--- src/pkg/link_datapath_config_regs.vh ---
`ifndef LINK_DATAPATH_CONFIG_REGS_VH
`define LINK_DATAPATH_CONFIG_REGS_VH

// ----------------------------------------
// register map
// ----------------------------------------
`define LDC_ADDR_W 8
`define LDC_DATA_W 8
`define LDC_OFFSET 8'h28
`define LDC_RX_PORT_CTL_OFFSET 8'h34
`define LDC_RESET 8'h00
// read port idle values
`define LDC_RDATA_IDLE 8'h00
`define LDC_RVALID_IDLE 1'h0

// ----------------------------------------
// field positions
// ----------------------------------------
`define LDC_LOCK_BIT 7
`define LDC_RSVD_BIT 6
`define LDC_VIDEO_OFF_BIT 5
`define LDC_DUAL_LINK_BIT 4
`define LDC_ALT_AUDIO_BIT 3
`define LDC_AUDIO_OFF_BIT 2
`define LDC_SYNC_IN_STREAM_BIT 1
`define LDC_SURROUND_BIT 0
// mode fields loaded from the far end: bits 5..0
`define LDC_MODE_MASK 8'h3f

`endif

--- src/hdl/link_datapath_config_reg.v ---
`timescale 1ns/100ps
`include "link_datapath_config_regs.vh"

module link_datapath_config_reg (
	// clock and reset
	input wire clk_sys,
	input wire nrst,
	// register access port
	input wire reg_wr,
	input wire reg_rd,
	input wire [7:0] reg_addr,
	input wire [7:0] reg_wdata,
	output reg [7:0] reg_rdata,
	output reg reg_rvalid,
	// forward-channel configuration from the remote serializer
	input wire fc_cfg_valid,
	input wire [7:0] fc_cfg_data,
	// decoded controls to the datapath
	output reg video_disabled,
	output reg dual_link,
	output reg alt_audio_en,
	output reg audio_disabled,
	output reg sync_in_stream_en,
	output reg surround_en,
	output reg lock_local_config
);

// ----------------------------------------
// constants
// ----------------------------------------
// reset image and far-end mask as vectors so single bits can be picked
localparam [`LDC_DATA_W-1:0] RESET_VALUE = `LDC_RESET;
localparam [`LDC_DATA_W-1:0] MODE_MASK = `LDC_MODE_MASK;

// ----------------------------------------
// register storage
// ----------------------------------------
// stored register image and its next value
reg [`LDC_DATA_W-1:0] cfg;
wire [`LDC_DATA_W-1:0] next_cfg;
// strobes qualified by the address
wire wr_hit;
wire rd_hit;
// image after any local write, before the far-end load
wire [`LDC_DATA_W-1:0] wr_value;
// lock as it stands once the local write has landed
wire lock_after_wr;
// far-end load accepted this cycle
wire fc_load;
// read image presented to the data flop
wire [`LDC_DATA_W-1:0] rd_image;

// ----------------------------------------
// access decode
// ----------------------------------------
// true when the access port addresses this register
function hit;
	input [`LDC_ADDR_W-1:0] addr;
	begin
		hit = (addr == `LDC_OFFSET);
	end
endfunction

// other offsets, the receive-port control one too, leave this register alone
assign wr_hit = reg_wr && hit(reg_addr);
assign rd_hit = reg_rd && hit(reg_addr);

// ----------------------------------------
// next value
// ----------------------------------------
// a local write lands first, over the whole byte
assign wr_value = wr_hit ? reg_wdata : cfg;

// a write that sets the lock also refuses a load in the same cycle
assign lock_after_wr = wr_value[`LDC_LOCK_BIT];
assign fc_load = fc_cfg_valid && !lock_after_wr;

// mode bits follow the far end on a load; lock and reserved stay local
genvar i;
generate
	for (i = 0; i < `LDC_DATA_W; i = i + 1) begin : g_bit
		if (MODE_MASK[i]) begin : g_mode
			assign next_cfg[i] = fc_load ? fc_cfg_data[i] : wr_value[i];
		end else begin : g_local
			assign next_cfg[i] = wr_value[i];
		end
	end
endgenerate

// ----------------------------------------
// register update
// ----------------------------------------
// holds the reset image until the first local write or far-end load
always @(posedge clk_sys or negedge nrst) begin
	if (!nrst) begin
		cfg <= RESET_VALUE;
	end else begin
		cfg <= next_cfg;
	end
end

// ----------------------------------------
// field extraction
// ----------------------------------------
// next state of each field, as the output flops take it
wire next_video_off;
wire next_dual_link;
wire next_alt_audio;
wire next_audio_off;
wire next_sync_in_stream;
wire next_surround;
wire next_lock;

// pick each field out of the next image
assign next_video_off = next_cfg[`LDC_VIDEO_OFF_BIT];
assign next_dual_link = next_cfg[`LDC_DUAL_LINK_BIT];
assign next_alt_audio = next_cfg[`LDC_ALT_AUDIO_BIT];
assign next_audio_off = next_cfg[`LDC_AUDIO_OFF_BIT];
assign next_sync_in_stream = next_cfg[`LDC_SYNC_IN_STREAM_BIT];
assign next_surround = next_cfg[`LDC_SURROUND_BIT];
assign next_lock = next_cfg[`LDC_LOCK_BIT];

// ----------------------------------------
// read path
// ----------------------------------------
// only a read of this offset returns the image; anything else reads idle
assign rd_image = rd_hit ? cfg : `LDC_RDATA_IDLE;

// read strobe echoed one cycle later, for any address
always @(posedge clk_sys or negedge nrst) begin
	if (!nrst) begin
		reg_rvalid <= `LDC_RVALID_IDLE;
	end else begin
		reg_rvalid <= reg_rd;
	end
end

// read data registered one cycle after the strobe
always @(posedge clk_sys or negedge nrst) begin
	if (!nrst) begin
		reg_rdata <= `LDC_RDATA_IDLE;
	end else begin
		reg_rdata <= rd_image;
	end
end

// ----------------------------------------
// decoded control outputs
// ----------------------------------------
// video-off status
always @(posedge clk_sys or negedge nrst) begin
	if (!nrst) begin
		video_disabled <= RESET_VALUE[`LDC_VIDEO_OFF_BIT];
	end else begin
		video_disabled <= next_video_off;
	end
end

// dual or single link indication
always @(posedge clk_sys or negedge nrst) begin
	if (!nrst) begin
		dual_link <= RESET_VALUE[`LDC_DUAL_LINK_BIT];
	end else begin
		dual_link <= next_dual_link;
	end
end

// alternate audio routing
always @(posedge clk_sys or negedge nrst) begin
	if (!nrst) begin
		alt_audio_en <= RESET_VALUE[`LDC_ALT_AUDIO_BIT];
	end else begin
		alt_audio_en <= next_alt_audio;
	end
end

// audio suppress
always @(posedge clk_sys or negedge nrst) begin
	if (!nrst) begin
		audio_disabled <= RESET_VALUE[`LDC_AUDIO_OFF_BIT];
	end else begin
		audio_disabled <= next_audio_off;
	end
end

// sync carried in stream
always @(posedge clk_sys or negedge nrst) begin
	if (!nrst) begin
		sync_in_stream_en <= RESET_VALUE[`LDC_SYNC_IN_STREAM_BIT];
	end else begin
		sync_in_stream_en <= next_sync_in_stream;
	end
end

// surround audio enable
always @(posedge clk_sys or negedge nrst) begin
	if (!nrst) begin
		surround_en <= RESET_VALUE[`LDC_SURROUND_BIT];
	end else begin
		surround_en <= next_surround;
	end
end

// local lock
always @(posedge clk_sys or negedge nrst) begin
	if (!nrst) begin
		lock_local_config <= RESET_VALUE[`LDC_LOCK_BIT];
	end else begin
		lock_local_config <= next_lock;
	end
end

endmodule // link_datapath_config_reg

--- config.mk ---
export PLATFORM = sky130hd
export DESIGN_NAME = link_datapath_config_reg
export DESIGN_NICKNAME = d
export VERILOG_FILES = /design/src/hdl/link_datapath_config_reg.v
export VERILOG_INCLUDE_DIRS = /design/src /design/src/pkg
export SDC_FILE = /design/constraint.sdc
export NUM_CORES = 1
export LEC_CHECK = 0
export ABC_AREA = 1
export BUFFER_PORTS_ARGS = -buffer_cell sky130_fd_sc_hd__buf_4
export CAP_MARGIN = 20
export CORE_ASPECT_RATIO = 0.9
export CORE_MARGIN = 5
export CORE_UTILIZATION = 39
export DETAILED_ROUTE_END_ITERATION = 8
export PLACE_DENSITY = 0.79
export SYNTH_ARGS = -nofsm -noshare
export SYNTH_HDL_FRONTEND = slang
export SYNTH_SLANG_ARGS = --single-unit
--- constraint.sdc ---
create_clock -name clk_sys -period 0.85 [get_ports clk_sys]
set_input_delay 0.255 -clock clk_sys [delete_from_list [all_inputs] [get_ports clk_sys]]
set_output_delay 0.255 -clock clk_sys [all_outputs]
set_load 0.01 [all_outputs]
[Word-level counts from Yosys, hierarchy flattened]
Index checks and enable logic that the tools add are counted.
Storage, ports and cells
  bits of input ports: 29
  register bits after elaboration: 24
  word-level logic and storage cells: 24
Cells by class
  muxes and demuxes: 8
  equal/unequal tests: 1
  reductions and logical operators: 4
Operators by type and width (count)
  two-way mux 8 bit: 2
  equality test 8 x 6 -> 1 bit, second input constant: 1
  two-way mux 1 bit: 6
  logical AND 1 bit: 3
  logical NOT 1 bit: 1

[Logic depth before layout (Yosys ltp)]
  depth after elaboration: 6
  mapped depth: 10
  gate-level depth less buffers: 9

[Least setup slack after synthesis]
OpenSTA, ideal clock, no wires.
  path type: input port to flip-flop
  from: in reg_addr[1]
  to: reg cfg[1]
  arrival: 0.966 ns
  library setup time: 0.118 ns
  data required time: 0.732 ns
  buffers on the path: 1
  stages on the path: 9
  setup slack: -0.233 ns
  cells stage by stage: nor2_1 nand2_2 nor2_2 nand3_2 nand3_2 buf_6 nand2_1 nand2_1 nand2_1
On the way
  longest elaborated chain between the ends: 6
RTL lines
  start: declaration: RTL line link_datapath_config_reg.v:11  | input wire [7:0] reg_addr,
  equality test 8 x 6 -> 1 bit (no line) (*)
  logical AND 1 bit (*): RTL line link_datapath_config_reg.v:65  | assign wr_hit = reg_wr && hit(reg_addr);
  two-way mux 8 bit (*): RTL line link_datapath_config_reg.v:72  | assign wr_value = wr_hit ? reg_wdata : cfg;
  logical NOT 1 bit: RTL line link_datapath_config_reg.v:76  | assign fc_load = fc_cfg_valid && !lock_after_wr;
  logical AND 1 bit: RTL line link_datapath_config_reg.v:76
  two-way mux 1 bit (*): RTL line link_datapath_config_reg.v:83  | assign next_cfg[i] = fc_load ? fc_cfg_data[i] : wr_value[i];
  end signal: assignment: RTL line link_datapath_config_reg.v:98  | cfg <= next_cfg;
  end: declaration: RTL line link_datapath_config_reg.v:39  | reg [`LDC_DATA_W-1:0] cfg;
Mark *: on every way between the ends. The rest lies on a longest branch, timed or not.
A chain may end at the register's enable or synchronous reset.

==> impl_results.md <==
- CTS root buffer: clkbuf_4
- Netlist cell types: 13
- Nets: 208
- First-pass GRT wire length: 4060 um
- Drt total wl: 2600 um
- Worst vdd ir: 1200 uV
- Crit start category: flip-flop
- Crit path from: cfg[7]
- Antenna violations before repair: 0
- CTS buffer count: 3
- Failing checks: setup timing
- Final worst slack: -0.324 ns
- Max capacitance violation total: 0
- I/O pin count: 45
- Area delta synth->final: 81.9%
- DR pass1 iterations: 4
- Hold Startpoint: reg_rd
- All-Layer GR Usage: 17.0%
- Sequential fraction of the synthesis area: 49.7%
- Rows: 16
- CTS sink cnt: 17
- Critical path endpoint category: output port
- Largest net degree at the start of global routing: 18
- CTS H-Tree Depth: 1
- Clock-pin transition on the worst setup and hold timing paths: 0.09 ns
- DPL Wire Length: 1900 um
- Synth top area cells: dfrtp_1 50%, nand2_1 14%, inv_1 11%, nand3_1 8.2%, nor2_1 5.7%
- Final worst-path cycle share: 138%
- Pleak: 0.841 nW
- Syn Std Cell Area: 856 um2
- Setup-failing EPs final: 24
- Pre-CTS setup slack: -0.521 ns
- Die X: 59.4 um
- FF+latch count, synth: 17
- Maximum fanout along the worst path: 2
- Vias per cell: 4.81
- Worst-case clock skew: 0.00344 ns
- Power per cell area: 1670 nW/um2
- Slew Viols, Final: 0
- Share of cells above drive strength 1: 52.8%
- Ant. Diodes: 0
- Placer Congestion: 0.727
- Total negative setup slack: -4.96 ns
- CTS tree: built
- Initial drt markers: 30
- Die Span Y: 54.4 um
- WHS: 0.122 ns
- Worst EP arrival: 0.92 ns
- Synth area leader: dfrtp_1
- Die area: 3230 um2
- Post-synthesis cell count: 115
- Post-route ant nets: 0
- Synth Warn #: 0
- Final design utilization: 72.7%
- Worst skew pair latency: 0.29 ns
- Synth Area per Inst: 7.44 um2
- Slew @ Worst Pin: 0.278 ns
- Status: finished, violations left
- Kind of critical path: flip-flop to output port
- FF-to-FF Start: cfg[7]
- Max frequency: 852 MHz
- Vias: 986
- Core area: 2140 um2
- Total grt overflow: 0
- Fin. Hold Viols: 0
- Slew HR: 81.4%
- Average wire per standard cell: 12.7 um
- Mapped Nets: 144
- RSZ-0062 raised after global routing: true
- Hold Path Class: input pin to flip-flop
- Drc violations: 0
- Initial core utilization: 40.0%
- Post-synth top area share: 49.7%
- Min Tclk post-route: 1.17 ns
- Clk buf depth: 2
- Vias in the first global route: 928
- Number of port buffers: 42
- WP data required: 0.59 ns
path summary, 6_finish.rpt:
check                                    end  depth (start not counted)  slack (ns)
hold / removal                    reg_rvalid                          1        0.12
max in group asynchronous             cfg[4]                          2        0.32
hold reg to reg                 reg_rdata[6]                          2        0.52
setup / recovery           lock_local_config                          2       -0.32
setup reg to reg                      cfg[4]                          6       -0.26
min in group asynchronous       reg_rdata[0]                          2        0.35
synthesized netlist by cell type:
| cell | number |
|---|---|
| nand2_1 | 33 |
| dfrtp_1 | 17 |
| nand3_2 | 2 |
| o21ai_0 | 1 |
| nand3_1 | 14 |
| nor2_2 | 4 |
| inv_1 | 24 |
| nor3_1 | 1 |
| nand4_1 | 2 |
| nor2_1 | 13 |
| and2_1 | 1 |
| nand2_2 | 2 |
| buf_6 | 1 |
cells by family after synthesis:
kind of cell           after synthesis  share of synthesized area, %
flip-flops                          17                          49.7
AND/OR/NAND/NOR                     72                          37.9
AO/OA/AOI/OAI                        1                         0.584
buffers and inverters               25                          11.8
worst max-delay path: stages (launching register included):
cell     delay [ns]
dfrtp_1        0.41
buf_6          0.12
buf_6          0.11
layer usage:
layer | vias to the layer above | part of all wire (%) | GRT usage (%)
li1 | 476 | - | -
met1 | 451 | 38 | 20.6
met2 | 48 | 53 | 31.1
met3 | 11 | 6.7 | 1.42
met4 | 0 | 2.3 | 7.17
met5 | - | 0 | 0
per-stage QoR:
| step | power, mW | instance area (um2) | std cells |
|---|---|---|---|
| global route | 2.75 | 1560 | 205 |
| floorplan | 1.32 | 876 | 115 |
| CTS | 2.46 | 1490 | 203 |
| finish | 2.60 | 1560 | 205 |
| detailed placement | 1.75 | 1270 | 190 |
| global placement | 1.72 | 1270 | 190 |
layout by cell type (no fill, tap or decap), types with 2 or more instances in the layout:
| cell type | n |
|---|---|
| clkbuf_4 | 3 |
| nand3_1 | 8 |
| nand4_1 | 2 |
| nor2_4 | 5 |
| buf_4 | 38 |
| inv_8 | 2 |
| inv_1 | 16 |
| dfrtp_1 | 17 |
| buf_6 | 20 |
| nand3_2 | 8 |
| nand2_1 | 27 |
| inv_2 | 6 |
| nor2_2 | 3 |
| nand2_2 | 6 |
| nor2_1 | 9 |
state kept, by name, indices dropped and copies added, names as in the netlist:
| name | cells |
|---|---|
| reg_rvalid | 1 |
| cfg | 8 |
| reg_rdata | 8 |
cell type report:
cell class,instances,area (um2)
flip-flops and latches,17,425
clock buffers,4,26.3
multi-input cells,74,445
well taps,27,33.8
repair buffers,59,520
fillers,144,586
inverters,24,105
what timing repair did:
action,CTS,global route
gates resized for setup,32,19
endpoints found under the setup margin,32,32
hold endpoints to repair,17,0
setup buffers,7,4
cloned,1,0
hold buffers,1,0
pin swaps,5,5
report_power, final:
part | switching (mW) | total [mW] | internal [mW]
Sequential | 0.109 | 1.05 | 0.942
Clock | 0.234 | 0.416 | 0.183
Combinational | 0.473 | 1.13 | 0.657
Total | 0.816 | 2.60 | 1.78
No activity file was read; power rests on OpenSTA's default activity.
